[src/air_pkg.sv]
// Shared constants and types for the accessory interrupt and timing registers.
package air_pkg;

    ////////////////////////////////////////////////////////////////////////////
    // Serial bus addressing.
    localparam logic [6:0] SLAVE_ADDR    = 7'h25;
    localparam logic [3:0] BITS_PER_BYTE = 4'h8;

    ////////////////////////////////////////////////////////////////////////////
    // Register offsets.
    localparam logic [7:0] ADDR_FLAGS1   = 8'h03;
    localparam logic [7:0] ADDR_FLAGS2   = 8'h04;
    localparam logic [7:0] ADDR_MASK1    = 8'h05;
    localparam logic [7:0] ADDR_MASK2    = 8'h06;
    localparam logic [7:0] ADDR_IDCODE   = 8'h07;
    localparam logic [7:0] ADDR_TIMING1  = 8'h08;
    localparam logic [7:0] ADDR_TIMING2  = 8'h09;

    ////////////////////////////////////////////////////////////////////////////
    // Values after reset.
    localparam logic [7:0] RST_FLAGS1    = 8'h00;
    localparam logic [7:0] RST_FLAGS2    = 8'h00;
    localparam logic [7:0] RST_MASK1     = 8'h00;
    localparam logic [7:0] RST_MASK2     = 8'h00;
    localparam logic [7:0] RST_IDCODE    = 8'h1f;
    localparam logic [7:0] RST_TIMING1   = 8'h00;
    localparam logic [7:0] RST_TIMING2   = 8'h00;

    ////////////////////////////////////////////////////////////////////////////
    // Field layouts.
    localparam logic [7:0] FLAGS2_USED   = 8'h1e;
    localparam logic [7:0] IDCODE_USED   = 8'h1f;
    localparam int         UPPER_LSB     = 4;
    localparam int         FIELD_W       = 4;
    localparam int         FLAG2_RECOVER = 4;
    localparam int         FLAG2_STUCK   = 3;
    localparam int         FLAG2_IDCHG   = 2;
    localparam int         FLAG2_RESATT  = 1;

    ////////////////////////////////////////////////////////////////////////////
    // Serial engine states.
    typedef enum logic [2:0] {
        AIR_IDLE,
        AIR_ADDR,
        AIR_ACK_ADDR,
        AIR_WR_BYTE,
        AIR_ACK_WR,
        AIR_RD_BYTE,
        AIR_RD_ACK
    } air_state_e;

endpackage : air_pkg

[src/air_pin_sync.sv]
// Pin synchroniser and bus condition detector for the serial clock and data.
`timescale 1ns/1ps
module air_pin_sync
    import air_pkg::*;
(
    input  wire logic clk,
    input  wire logic rst_n,
    input  wire logic sclPin,
    input  wire logic sdaPin,
    output logic      sdaIn,
    output logic      sclRise,
    output logic      sclFall,
    output logic      busStart,
    output logic      busStop
);

    typedef struct packed {
        logic sclS1;
        logic sclS2;
        logic sclD;
        logic sdaS1;
        logic sdaS2;
        logic sdaD;
    } air_sync_s;

    air_sync_s r_r;
    air_sync_s r_nxt;

    ////////////////////////////////////////////////////////////////////////////
    // First stages feed only the second stages; edges look at stage two on.
    always_comb
    begin
        r_nxt       = r_r;
        r_nxt.sclS1 = sclPin;
        r_nxt.sclS2 = r_r.sclS1;
        r_nxt.sclD  = r_r.sclS2;
        r_nxt.sdaS1 = sdaPin;
        r_nxt.sdaS2 = r_r.sdaS1;
        r_nxt.sdaD  = r_r.sdaS2;
    end

    // Idle bus is high, so reset to ones to avoid a false condition.
    always_ff @(posedge clk or negedge rst_n)
    begin
        if (!rst_n)
            r_r <= '1;
        else
            r_r <= r_nxt;
    end

    // Start and stop need the clock high in both samples around the edge.
    assign sdaIn    = r_r.sdaS2;
    assign sclRise  = r_r.sclS2 & ~r_r.sclD;
    assign sclFall  = ~r_r.sclS2 & r_r.sclD;
    assign busStart = r_r.sclS2 & r_r.sclD & r_r.sdaD & ~r_r.sdaS2;
    assign busStop  = r_r.sclS2 & r_r.sclD & ~r_r.sdaD & r_r.sdaS2;

endmodule : air_pin_sync

[src/air_regs.sv]
// Interrupt flag, mask, level code and timing registers behind a serial slave.
//
// Function
// RL1: Second flag register at 04H, resets zero, cleared when the host reads it.
// RL2: Second flags: bit4 stuck recovered, bit3 stuck, bit2 level change, bit1 attach.
// RL3: First mask at 05H resets zero; a one suppresses the matching first event.
// RL4: Second mask at 06H resets zero; bits 4..1 mask the second-register events.
// RL5: Reserved bits 7..5 and 0 of second flags and mask; host writes zero.
// RL6: Register 07H shows the read-only 5-bit level code, reset 1FH.
// RL7: Upper field of 08H selects key press duration threshold, reset zero.
// RL8: Lower field of 08H selects level detection time before acceptance.
// RL9: 09H resets zero; upper field wait time, lower field long press threshold.
// RL10: First flag register at 03H, read-to-clear, reset zero, eight event bits.
// RL11: Interrupt output asserted while any unmasked flag is set, released after clear.
`timescale 1ns/1ps
module air_regs
    import air_pkg::*;
(
    input  wire logic       clk,
    input  wire logic       rst_n,
    input  wire logic       sclPin,
    input  wire logic       sdaPin,
    output logic            sdaOut,
    output logic            sdaOe,
    input  wire logic [7:0] eventsFirst,
    input  wire logic [3:0] eventsSecond,
    input  wire logic       idLevelValid,
    input  wire logic [4:0] idLevelCode,
    output logic [3:0]      keyPressTime,
    output logic [3:0]      idDetectTime,
    output logic [3:0]      switchWaitTime,
    output logic [3:0]      longKeyPressTime,
    output logic            irqOut_n
);

    ////////////////////////////////////////////////////////////////////////////
    // State of the whole block.
    typedef struct packed {
        air_state_e st;
        logic [3:0] bitCnt;
        logic [7:0] shift;
        logic       rw;
        logic       ptrPhase;
        logic       acked;
        logic [7:0] ptr;
        logic       oe;
        logic [7:0] flags1;
        logic [7:0] flags2;
        logic [7:0] mask1;
        logic [7:0] mask2;
        logic [7:0] idCode;
        logic [7:0] timing1;
        logic [7:0] timing2;
        logic       irqPend;
    } air_regs_s;

    air_regs_s r_r;
    air_regs_s r_nxt;

    logic sdaIn;
    logic sclRise;
    logic sclFall;
    logic busStart;
    logic busStop;

    ////////////////////////////////////////////////////////////////////////////
    // Pin conditioning.
    air_pin_sync u_sync (
        .clk      (clk),
        .rst_n    (rst_n),
        .sclPin   (sclPin),
        .sdaPin   (sdaPin),
        .sdaIn    (sdaIn),
        .sclRise  (sclRise),
        .sclFall  (sclFall),
        .busStart (busStart),
        .busStop  (busStop)
    );

    ////////////////////////////////////////////////////////////////////////////
    // Read decode; reserved bits and unmapped offsets read as zero.
    function automatic logic [7:0] reg_read(
        input logic [7:0] a,
        input air_regs_s  s
    );
        logic [7:0] v;
        v = 8'h00;
        case (a)
            ADDR_FLAGS1:  v = s.flags1;
            ADDR_FLAGS2:  v = s.flags2 & FLAGS2_USED;
            ADDR_MASK1:   v = s.mask1;
            ADDR_MASK2:   v = s.mask2 & FLAGS2_USED;
            ADDR_IDCODE:  v = s.idCode & IDCODE_USED;
            ADDR_TIMING1: v = s.timing1;
            ADDR_TIMING2: v = s.timing2;
            default:      v = 8'h00;
        endcase
        return v;
    endfunction : reg_read

    ////////////////////////////////////////////////////////////////////////////
    // Serial engine, register writes, flag capture and interrupt level.
    always_comb
    begin
        logic       load;
        logic       clr1;
        logic       clr2;
        logic [7:0] set2;
        load  = 1'b0;
        clr1  = 1'b0;
        clr2  = 1'b0;
        set2  = 8'h00;
        r_nxt = r_r;
        case (r_r.st)
            AIR_IDLE:
            begin
                r_nxt.oe = 1'b0;
            end
            AIR_ADDR, AIR_WR_BYTE:
            begin
                if (sclRise)
                begin
                    r_nxt.shift  = {r_r.shift[6:0], sdaIn};
                    r_nxt.bitCnt = r_r.bitCnt + 4'h1;
                end
                else if (sclFall && r_r.bitCnt == BITS_PER_BYTE)
                begin
                    r_nxt.bitCnt = 4'h0;
                    if (r_r.st == AIR_ADDR)
                    begin
                        // A foreign address drops us off the bus until next start.
                        if (r_r.shift[7:1] == SLAVE_ADDR)
                        begin
                            r_nxt.rw = r_r.shift[0];
                            r_nxt.oe = 1'b1;
                            r_nxt.st = AIR_ACK_ADDR;
                        end
                        else
                            r_nxt.st = AIR_IDLE;
                    end
                    else
                    begin
                        r_nxt.oe = 1'b1;
                        r_nxt.st = AIR_ACK_WR;
                        if (r_r.ptrPhase)
                        begin
                            r_nxt.ptr      = r_r.shift;
                            r_nxt.ptrPhase = 1'b0;
                        end
                        else
                        begin
                            // Flag and level code offsets ignore writes.
                            case (r_r.ptr)
                                ADDR_MASK1:   r_nxt.mask1 = r_r.shift; // see RL3
                                ADDR_MASK2:   r_nxt.mask2 =
                                    r_r.shift & FLAGS2_USED; // see RL4 see RL5
                                ADDR_TIMING1: r_nxt.timing1 = r_r.shift; // see RL7
                                ADDR_TIMING2: r_nxt.timing2 = r_r.shift; // see RL9
                                default:      r_nxt.ptr = r_r.ptr;
                            endcase
                            r_nxt.ptr = r_r.ptr + 8'h01;
                        end
                    end
                end
            end
            AIR_ACK_ADDR:
            begin
                if (sclFall)
                begin
                    if (r_r.rw)
                        load = 1'b1;
                    else
                    begin
                        r_nxt.oe       = 1'b0;
                        r_nxt.ptrPhase = 1'b1;
                        r_nxt.st       = AIR_WR_BYTE;
                    end
                end
            end
            AIR_ACK_WR:
            begin
                if (sclFall)
                begin
                    r_nxt.oe = 1'b0;
                    r_nxt.st = AIR_WR_BYTE;
                end
            end
            AIR_RD_BYTE:
            begin
                if (sclRise)
                    r_nxt.bitCnt = r_r.bitCnt + 4'h1;
                else if (sclFall)
                begin
                    if (r_r.bitCnt == BITS_PER_BYTE)
                    begin
                        r_nxt.oe     = 1'b0;
                        r_nxt.bitCnt = 4'h0;
                        r_nxt.st     = AIR_RD_ACK;
                    end
                    else
                    begin
                        r_nxt.shift = {r_r.shift[6:0], 1'b0};
                        r_nxt.oe    = ~r_r.shift[6];
                    end
                end
            end
            AIR_RD_ACK:
            begin
                if (sclRise)
                    r_nxt.acked = ~sdaIn;
                else if (sclFall)
                begin
                    if (r_r.acked)
                        load = 1'b1;
                    else
                        r_nxt.st = AIR_IDLE;
                end
            end
            default:
            begin
                r_nxt.st = AIR_IDLE;
                r_nxt.oe = 1'b0;
            end
        endcase

        // Fetch a byte for the host; reading a flag register empties it.
        if (load)
        begin
            r_nxt.shift  = reg_read(r_r.ptr, r_r);
            r_nxt.oe     = ~r_nxt.shift[7];
            r_nxt.bitCnt = 4'h0;
            r_nxt.st     = AIR_RD_BYTE;
            r_nxt.ptr    = r_r.ptr + 8'h01;
            clr1         = (r_r.ptr == ADDR_FLAGS1); // see RL10
            clr2         = (r_r.ptr == ADDR_FLAGS2); // see RL1
        end

        // A start restarts the engine from anywhere; a stop idles it.
        if (busStart)
        begin
            r_nxt.st     = AIR_ADDR;
            r_nxt.bitCnt = 4'h0;
            r_nxt.oe     = 1'b0;
        end
        else if (busStop)
        begin
            r_nxt.st = AIR_IDLE;
            r_nxt.oe = 1'b0;
        end

        // Events landing in the clearing cycle survive: set wins over clear.
        set2[FLAG2_RECOVER] = eventsSecond[3]; // see RL2
        set2[FLAG2_STUCK]   = eventsSecond[2]; // see RL2
        set2[FLAG2_IDCHG]   = eventsSecond[1]; // see RL2
        set2[FLAG2_RESATT]  = eventsSecond[0]; // see RL2
        r_nxt.flags1 = (clr1 ? 8'h00 : r_r.flags1)
                     | (eventsFirst & ~r_r.mask1); // see RL10 see RL3
        r_nxt.flags2 = (clr2 ? 8'h00 : r_r.flags2)
                     | (set2 & ~r_r.mask2 & FLAGS2_USED); // see RL1 see RL4

        // The level code is a measurement, so it follows the detection engine only.
        if (idLevelValid)
            r_nxt.idCode = {3'b000, idLevelCode}; // see RL6

        // Masks are applied again so a late mask also quiets a pending flag.
        r_nxt.irqPend = |((r_nxt.flags1 & ~r_nxt.mask1)
                        | (r_nxt.flags2 & ~r_nxt.mask2)); // see RL11
    end

    ////////////////////////////////////////////////////////////////////////////
    // State register; reset loads the power-on value of every register.
    // Only constants appear here, so the reset path stays free of logic.
    always_ff @(posedge clk or negedge rst_n)
    begin
        if (!rst_n)
        begin
            r_r          <= '0;
            r_r.st       <= AIR_IDLE;
            r_r.flags1   <= RST_FLAGS1;  // see RL10
            r_r.flags2   <= RST_FLAGS2;  // see RL1
            r_r.mask1    <= RST_MASK1;   // see RL3
            r_r.mask2    <= RST_MASK2;   // see RL4
            r_r.idCode   <= RST_IDCODE;  // see RL6
            r_r.timing1  <= RST_TIMING1; // see RL7
            r_r.timing2  <= RST_TIMING2; // see RL9
        end
        else
            r_r <= r_nxt;
    end

    ////////////////////////////////////////////////////////////////////////////
    // Outputs; the data pin is open drain and only ever pulled low.
    // Timing fields go straight out; the detection engine decodes them.
    assign sdaOut           = 1'b0;
    assign sdaOe            = r_r.oe;
    assign keyPressTime     = r_r.timing1[UPPER_LSB +: FIELD_W]; // see RL7
    assign idDetectTime     = r_r.timing1[0 +: FIELD_W];         // see RL8
    assign switchWaitTime   = r_r.timing2[UPPER_LSB +: FIELD_W]; // see RL9
    assign longKeyPressTime = r_r.timing2[0 +: FIELD_W];         // see RL9
    assign irqOut_n         = ~r_r.irqPend;                      // see RL11

endmodule : air_regs

[config.mk]
export PLATFORM = sky130hd
export DESIGN_NAME = air_regs
export DESIGN_NICKNAME = d
export VERILOG_FILES = /design/src/air_pkg.sv /design/src/air_pin_sync.sv /design/src/air_regs.sv
export SDC_FILE = /design/constraint.sdc
export NUM_CORES = 1
export LEC_CHECK = 0
export CORE_UTILIZATION = 50
export DETAILED_ROUTE_END_ITERATION = 10
export DONT_BUFFER_PORTS = 1
export HOLD_SLACK_MARGIN = 0.1
export MAX_ROUTING_LAYER = met4
export RECOVER_POWER = 25
export SLEW_MARGIN = 10
export SYNTH_ARGS = -nofsm -noshare
export SYNTH_HDL_FRONTEND = slang
export SYNTH_SLANG_ARGS = --single-unit
[constraint.sdc]
create_clock -name clk -period 2.5 [get_ports clk]
set_input_delay 0.125 -clock clk [delete_from_list [all_inputs] [get_ports clk]]
set_output_delay 0.125 -clock clk [all_outputs]
set_load 0.01 [all_outputs]
==> results.yml, run 1 <==
final_layout:
  diodes: 0
  layout.nets: 560
  fin_cells: 663
  utilization: 0.597
  drive_above_1_share: 0.225
  stdcell_area_um2: 5590
  area_growth_pct: 13.9
sta:
  fmax_mhz: 417
  hold_viol_final: 0
  skew_ns: 0.0114
  tightest_slew_ns: 1.98
  maxSlewViolCount: 88
  period_needed_ns: 2.40
  maxSlewHeadroom: -0.319
  fin_crit_sh: 0.959
  setup_ws_ns: 0.103
  rsz0062_at_grt: "true"
  finalSetupViolations: 0
synthesis:
  synth_common_cells: "dfrtp_1, a21oi_1, inv_1, nand2_1, o21ai_0"
  yosysWarnings: 0
  netlist_top_cells_area: "dfrtp_1, mux2_2, dfstp_2"
  synth_edf_count: 0
  syn_inst: 498
  synth_cell_types: 67
  synth.largest_area_cell: "dfrtp_1"
  synth-seq-cells: 87
  ys.flop_type: "dfrtp_1"
  synth.avg_cell_area_um2: 9.86
  ys_async_sr_fraction: 1.00
  synth_most_common_cell: "dfrtp_1"
  ys_seq_area_frac: 0.446
  syn_nets: 529
  syn_area_um2: 4910
  yosysTopAreaCellShare: 0.387
setup_path:
  cp-end-kind: "register"
  cpMaxStageDelayCell: "dfstp_2"
  crit_fanout: 9
  worstPathArrival_ns: 2.62
  slowest_delay_ns: 0.56
  crit_type: "register to register"
  cp-start-kind: "register"
  worstPathCellList: "inv_1, ha_1, and3b_2, o21a_4, a21boi_0, a21o_1, a222oi_1, nand4_1"
  cp.required_ns: 2.73
floorplan:
  start_util: 0.524
  core-area_um2: 9370
  die_area_um2: 10200
  die_x_um: 101
  die_h_um: 101
  rows: 35
  io_pins: 41
power:
  seq_power_share: 0.556
  p_switching_mw: 0.945
  cellLeakagePower_nw: 2.46
  max-vdd-ir-drop_mv: 0.265
  power_density_nw_per_um2: 536
  p_int_mw: 2.05
  p_comb_frac: 0.125
  switching_share: 0.315
  p_clk_frac: 0.320
  finalPower_mw: 3.00
clock_network:
  clkSinkCount: 87
  cts_tree: "done"
  htreeDepth: 3
  clk_pin_slew_ns: 0.10
  cts-root-buf: "clkbuf_8"
  cts_buffer_depth: 2
  cts_buffers: 9
  clkLatencyLatePin_ns: 0.37
place:
  io_buffers: 0
  place_hpwl_um: 8930
  dpl-instance-area_um2: 5110
  place_ws_ns: 0.0540
  dp_cells: 620
  gp_congestion: 0.880
run:
  maxCapViolations: 1
detailed_routing:
  drt_first_pass_iters: 7
  wl_per_cell_um: 19.2
  drc_errors: 0
  drtIter0Drc: 324
  drt-vias-per-instance: 6.01
  drtAntennaViolNets: 0
  wl_um: 12700
  num_vias: 3982
min_path:
  holdCritPathClass: "input port to register"
global_routing:
  grt_max_degree: 88
  grt_pass1_wl_um: 20400
  grt_usage: 0.273
  antenna_found_initial: 0
  grt.overflow.total: 0
  grt_pass1_vias: 3851
status:
  status: "complete, but fails checks"
  violations: "capacitance limit, slew limit"
[placed cells by master, fill, tap and decap left out, types with 3 or more instances in the layout]
cell	n
a22oi_1	21
dfrtp_1	76
and2_1	4
inv_1	30
inv_6	3
a21oi_1	32
ha_1	9
dfstp_2	11
a21boi_1	4
or3_1	4
nand3_1	14
nor3_1	4
a222oi_1	8
o22ai_1	8
dlygate4sd3_1	25
mux2_2	26
o211ai_1	3
o31ai_1	4
and3_2	3
buf_4	41
a2bb2oi_1	9
nand2_1	29
nor2b_1	12
a31oi_1	4
a21boi_0	3
nor2_1	20
a21o_1	12
o21ai_0	27
clkbuf_8	9
nand2b_1	4
and3_1	8
xnor2_1	3
mux2i_1	6
nand4_1	9
[worst max-delay path: cells and delay by family, from the launching register on]
| kind | cells | cell delay, ns |
|---|---|---|
| compound gates | 4 | 1.00 |
| flops | 1 | 0.56 |
| simple gates | 2 | 0.45 |
| fa+ha+maj | 1 | 0.21 |
| buf+inv | 1 | 0.04 |
[sequential cells by signal, indices dropped and copies added (netlist names)]
| signal | count |
|---|---|
| u_sync.r_r | 2 |
| switchWaitTime | 4 |
| u_sync.r_nxt | 3 |
| u_sync.sdaIn | 1 |
| r_r | 64 |
| idDetectTime | 4 |
| sdaOe | 1 |
| longKeyPressTime | 4 |
| keyPressTime | 4 |
[final cells by class]
class / count / area (um^2)
Fill cell: 811 / 3780
Clock inverter: 6 / 52.6
Timing Repair Buffer: 68 / 583
Clock buffer: 10 / 128
Sequential cell: 87 / 2190
Inverter: 30 / 113
Multi-Input combinational cell: 333 / 2360
Tap cell: 129 / 161
[metal layers]
layer / global-route usage / up-vias / wire length (um)
li1: - / 1861 / -
met5: - / - / 0
met1: 0.380 / 1974 / 5970
met3: 0.0402 / 18 / 678
met4: 0.0936 / 0 / 229
met2: 0.408 / 129 / 5830
[cell families (layout without fill, tap and decap cells)]
family,after synthesis,in the layout,synth area share
XOR/XNOR,3,3,0.00535
adder cells (fa/ha/maj),9,9,0.0229
buffers and inverters,78,114,0.0790
other,1,1,0.000764
flip-flops,87,87,0.446
AO/OA/AOI/OAI,157,157,0.219
multiplexers,32,32,0.0719
AND/OR/NAND/NOR,131,131,0.154
[power groups by stage]
stage	Clock (mW)	Combinational (mW)	Sequential [mW]
after global placement	0	0.296	1.69
after floorplan	0	0.270	1.57
after CTS	0.972	0.375	1.66
final	0.958	0.373	1.67
after detailed placement	0	0.303	1.69
after global routing	1.04	0.419	1.68
[final timing paths]
path / startpoint / to / slack, ns / cells past startpoint
max in group asynchronous: rst_n / r_r[61]$_DFFE_PN0P_ / 0.38 / 2
max reg2reg: u_sync.r_r[3]$_DFF_PN1_ / r_r[0]$_DFF_PN0_ / 0.10 / 8
min: eventsFirst[1] / r_r[0]$_DFF_PN0_ / 0.12 / 3
min in group asynchronous: rst_n / r_r[60]$_DFFE_PN0P_ / 0.90 / 2
min reg2reg: u_sync.r_nxt[1]$_DFF_PN1_ / u_sync.sdaIn$_DFF_PN1_ / 0.36 / 0
max: u_sync.r_r[3]$_DFF_PN1_ / r_r[0]$_DFF_PN0_ / 0.10 / 8
[repair_timing]
action | 4_1_cts | 5_1_grt
endpoints found under the setup margin | 0 | 16
hold buffers | 26 | 0
buffers inserted | 0 | 1
hold endpoints to repair | 106 | 0
gates resized for setup | 0 | 12
[through the flow]
| stage | hold WS (ns) | setup TNS [ns] |
|---|---|---|
| after floorplan | -0.171 | 0 |
| after global placement | -0.168 | 0 |
| after detailed placement | -0.168 | 0 |
| after CTS | 0.102 | 0 |
| after global routing | 0.123 | -0.0902 |
| final | 0.118 | 0 |
(Power assumes the default switching activity.)
==> run 2: changes to the inputs <==
--- a/config.mk
+++ b/config.mk
@@ -5,13 +5,14 @@
 export SDC_FILE = /design/constraint.sdc
 export NUM_CORES = 1
 export LEC_CHECK = 0
+export CAP_MARGIN = 20
 export CORE_UTILIZATION = 50
 export DETAILED_ROUTE_END_ITERATION = 10
 export DONT_BUFFER_PORTS = 1
 export HOLD_SLACK_MARGIN = 0.1
 export MAX_ROUTING_LAYER = met4
+export PLACE_DENSITY_LB_ADDON = 0.05
 export RECOVER_POWER = 25
-export SLEW_MARGIN = 10
 export SYNTH_ARGS = -nofsm -noshare
 export SYNTH_HDL_FRONTEND = slang
 export SYNTH_SLANG_ARGS = --single-unit
==> results.yml, run 2 (synthesis gave the netlist of run 1 again) <==
status:
  status: "complete, no violations"
clock_network:
  cts_tree: "done"
  clkLatencyLatePin_ns: 0.37
  cts_buffer_depth: 2
  htreeDepth: 3
  cts-root-buf: "clkbuf_8"
  clkSinkCount: 87
  cts_buffers: 9
  clk_pin_slew_ns: 0.09
detailed_routing:
  drt-met1-wl_um: 5550
  wl_um: 12600
  drt_first_pass_iters: 6
  route.top_layer_used: "met4"
  drt-vias-per-instance: 5.97
  drtIter0Drc: 252
  wl_per_cell_um: 19.2
  num_vias: 3913
  wl_met3_um: 665
  drc_errors: 0
  wl_met2_um: 5940
  drtAntennaViolNets: 0
place:
  io_buffers: 0
  gp_congestion: 0.877
  place_ws_ns: 0.0729
  place_hpwl_um: 8810
sta:
  fmax_mhz: 426
  setup_tns_ns: 0
  whs_ns: 0.123
  period_needed_ns: 2.35
  rsz0062_at_grt: "false"
  finalSetupViolations: 0
  maxSlewHeadroom: 0.216
  skew_ns: 0.00972
  hold_viol_final: 0
  fin_crit_sh: 0.940
  maxSlewViolCount: 0
  tightest_slew_ns: 1.18
  setup_ws_ns: 0.151
final_layout:
  final_cell_mix: "dfrtp_1, buf_4, a21oi_1"
  drive_above_1_share: 0.205
  fillers: 857
  layout.nets: 552
  regMostFlops: "r_r"
  final_common_cell: "dfrtp_1"
  area_growth_pct: 12.7
  diodes: 0
  largest_reg_flops: 64
setup_path:
  worstPathArrival_ns: 2.57
  cpMaxStageDelayCell: "dfstp_2"
  cp-end-kind: "register"
  worstPathCellList: "inv_1, ha_1, and3b_2, o21a_4, a21boi_0, a21o_1, a222oi_1, nand4_1"
  cp.required_ns: 2.73
  cp-start-kind: "register"
  crit_fanout: 9
  slowest_delay_ns: 0.56
  crit_type: "register to register"
power:
  max-vdd-ir-drop_mv: 0.316
  cellLeakagePower_nw: 2.42
  power_density_nw_per_um2: 563
global_routing:
  antenna_found_initial: 0
  grt_pass1_vias: 3904
  grt_pass1_wl_um: 20700
  grt_usage: 0.278
  grt.overflow.total: 0
  grt_max_degree: 88
run:
  maxCapViolations: 0
floorplan:
  io_pins: 41
  die_area_um2: 10200
  die_h_um: 101
  core-area_um2: 9370
  die_x_um: 101
  start_util: 0.524
  rows: 35
min_path:
  holdCritPathClass: "input port to register"
-- run 2: changes by cell type in the layout (fill, tap and decap cells not counted), moves of 2 or more --
cell / change
and3_2: -2
clkinv_4: +2
buf_4: -7
and3_1: +2
inv_6: -2
-- run 2: final cells by class --
cell class | count | area, um^2 | share of cell area
Clock buffer | 10 | 128 | 0.0231
Clock inverter | 6 | 68.8 | 0.0124
Inverter | 30 | 113 | 0.0203
Multi-Input combinational cell | 333 | 2360 | 0.426
Sequential cell | 87 | 2190 | 0.396
Tap cell | 129 | 161 | 0.0292
Timing Repair Buffer | 60 | 513 | 0.0927
-- run 2: where the power goes --
part / internal (mW) / switching (mW)
combinational: 0.216 / 0.300
clock: 0.468 / 0.549
sequential: 1.49 / 0.0904
total: 2.18 / 0.939
-- run 2: final timing paths --
kind / startpoint / end / slack (ns) / cells after the start
setup / recovery: u_sync.r_r[3]$_DFF_PN1_ / r_r[0]$_DFF_PN0_ / 0.15 / 8
hold / removal: eventsSecond[0] / r_r[0]$_DFF_PN0_ / 0.12 / 3
setup reg to reg: u_sync.r_r[3]$_DFF_PN1_ / r_r[0]$_DFF_PN0_ / 0.15 / 8
hold reg to reg: u_sync.r_nxt[4]$_DFF_PN1_ / u_sync.r_nxt[3]$_DFF_PN1_ / 0.36 / 0
max in group asynchronous: rst_n / r_r[43]$_DFF_PN0_ / 1.13 / 2
min in group asynchronous: rst_n / r_r[63]$_DFFE_PN0P_ / 0.65 / 2
-- run 2: what timing repair did --
item                                    CTS  global route
endpoints found under the setup margin    0            11
hold endpoints to repair                106             0
setup buffers                             0             1
resized for setup                         0             8
hold buffers                             26             0
-- run 2: critical path: cells and delay by family, from the launching register on --
family	cells	cell delay, ns
flip-flops	1	0.56
AND/OR/NAND/NOR	2	0.43
buffers and inverters	1	0.04
adder cells (fa/ha/maj)	1	0.21
AO/OA/AOI/OAI	4	0.97
-- run 2: layer usage --
layer  up-vias  track usage
li1       1847            -
met2       117        0.426
met3        26       0.0485
met4         0        0.132
met5         -            -
met1      1923        0.360
-- run 2: stage by stage --
stage / power (mW) / utilization / cells / instance area, um^2
after floorplan: 1.84 / - / 498 / 4910
after global placement: 2.04 / 0.538 / 612 / 5040
after detailed placement: 2.05 / 0.538 / 612 / 5040
after CTS: 3.14 / 0.589 / 654 / 5520
after global routing: 3.26 / 0.591 / 655 / 5530
final: 3.12 / 0.591 / 655 / 5530
==> run 3: changes to the inputs <==
--- a/config.mk
+++ b/config.mk
@@ -7,6 +7,7 @@
 export LEC_CHECK = 0
 export CAP_MARGIN = 20
 export CORE_UTILIZATION = 50
+export CTS_BUF_LIST = sky130_fd_sc_hd__clkbuf_8
 export DETAILED_ROUTE_END_ITERATION = 10
 export DONT_BUFFER_PORTS = 1
 export HOLD_SLACK_MARGIN = 0.1
==> results.yml, run 3 (synthesis gave the netlist of run 1 again) <==
sta:
  maxSlewHeadroom: 0.216
  finalSetupViolations: 0
  tightest_slew_ns: 1.18
  period_needed_ns: 2.35
  rsz0062_at_grt: "false"
  whs_ns: 0.123
  hold_viol_final: 0
  skew_ns: 0.0101
  setup_tns_ns: 0
  maxSlewViolCount: 0
  fin_crit_sh: 0.941
  fmax_mhz: 425
final_layout:
  regMostFlops: "r_r"
  largest_reg_flops: 64
  area_growth_pct: 12.7
  fillers: 857
  layout.nets: 552
  final_common_cell: "dfrtp_1"
  diodes: 0
  final_cell_mix: "dfrtp_1, buf_4, a21oi_1"
  fin_cells: 655
  drive_above_1_share: 0.205
setup_path:
  cp-start-kind: "register"
  worstPathArrival_ns: 2.58
  crit_fanout: 9
  cpMaxStageDelayCell: "dfstp_2"
  slowest_delay_ns: 0.56
  cp.required_ns: 2.72
  crit_type: "register to register"
  worstPathCellList: "inv_1, ha_1, and3b_2, o21a_4, a21boi_0, a21o_1, a222oi_1, nand4_1"
  cp-end-kind: "register"
  path_buf_inv: 1
  path_delay_family: "compound AO/OA/AOI/OAI gates"
place:
  io_buffers: 0
  gp_congestion: 0.877
  place_hpwl_um: 8810
  dp_cells: 612
power:
  max-vdd-ir-drop_mv: 0.316
  power_density_nw_per_um2: 563
  cellLeakagePower_nw: 2.43
global_routing:
  grt_max_degree: 88
  grt_pass1_vias: 3904
  grt_usage: 0.278
  antenna_found_initial: 0
  grt.overflow.total: 0
  grt_pass1_wl_um: 20700
detailed_routing:
  num_vias: 3908
  drtAntennaViolNets: 0
  drt_first_pass_iters: 6
  drt-vias-per-instance: 5.97
  drc_errors: 0
  wl_per_cell_um: 19.2
  drtIter0Drc: 252
  wl_um: 12600
clock_network:
  clk_pin_slew_ns: 0.09
  clkSinkCount: 87
  cts_buffer_depth: 2
  cts_buffers: 9
  clkLatencyLatePin_ns: 0.37
  cts_tree: "done"
  htreeDepth: 3
  cts-root-buf: "clkbuf_8"
floorplan:
  start_util: 0.524
  die_x_um: 101
  rows: 35
  die_h_um: 101
  core-area_um2: 9370
  die_area_um2: 10200
  io_pins: 41
run:
  maxCapViolations: 0
status:
  status: "complete, no violations"
min_path:
  holdCritPathClass: "input port to register"
[run 3: power breakdown]
group	internal [mW]	switching, mW
registers	1.49	0.0904
logic	0.216	0.299
clock network	0.464	0.549
total	2.17	0.939
[run 3: routing by layer]
layer  GRT usage  share of wire
met5           -              0
met4       0.132          0.032
met3      0.0485          0.052
met2       0.426           0.47
met1       0.360           0.44
[run 3: layout make-up]
cell class	count	area (um^2)	area share
clock buffers	9	124	0.0224
flip-flops and latches	87	2190	0.396
well taps	129	161	0.0292
repair buffers	60	513	0.0927
inverters	30	113	0.0203
clock inverters	7	72.6	0.0131
multi-input cells	333	2360	0.426
[run 3: worst min-delay path, stage by stage]
cell,delay [ns]
a2bb2oi_1,0.14
a222oi_1,0.09
nand4_1,0.10
[run 3: worst paths after layout]
path | slack, ns | start | to | cells past startpoint
setup / recovery | 0.15 | u_sync.r_r[3]$_DFF_PN1_ | r_r[0]$_DFF_PN0_ | 8
hold / removal | 0.12 | eventsSecond[0] | r_r[0]$_DFF_PN0_ | 3
setup reg to reg | 0.15 | u_sync.r_r[3]$_DFF_PN1_ | r_r[0]$_DFF_PN0_ | 8
hold reg to reg | 0.36 | u_sync.r_nxt[4]$_DFF_PN1_ | u_sync.r_nxt[3]$_DFF_PN1_ | 0
max in group asynchronous | 1.13 | rst_n | r_r[43]$_DFF_PN0_ | 2
min in group asynchronous | 0.65 | rst_n | r_r[63]$_DFFE_PN0P_ | 2
[run 3: timing repair]
item | in CTS | in global routing
gates resized for setup | 0 | 8
hold endpoints to repair | 106 | 0
setup endpoints to repair | 0 | 11
hold buffers | 26 | 0
buffers inserted | 0 | 1
[run 3: stage by stage]
stage / cell area, um^2 / power, mW / util / worst slack, ns
6_report: 5530 / 3.11 / 0.591 / 0.148
5_1_grt: 5530 / 3.25 / 0.591 / 0.0106
4_1_cts: 5520 / 3.13 / 0.589 / 0.0700
3_5_place_dp: 5040 / 2.05 / 0.538 / 0.0729
3_3_place_gp: 5040 / 2.04 / 0.538 / 0.155
2_1_floorplan: 4910 / 1.84 / - / 0.207
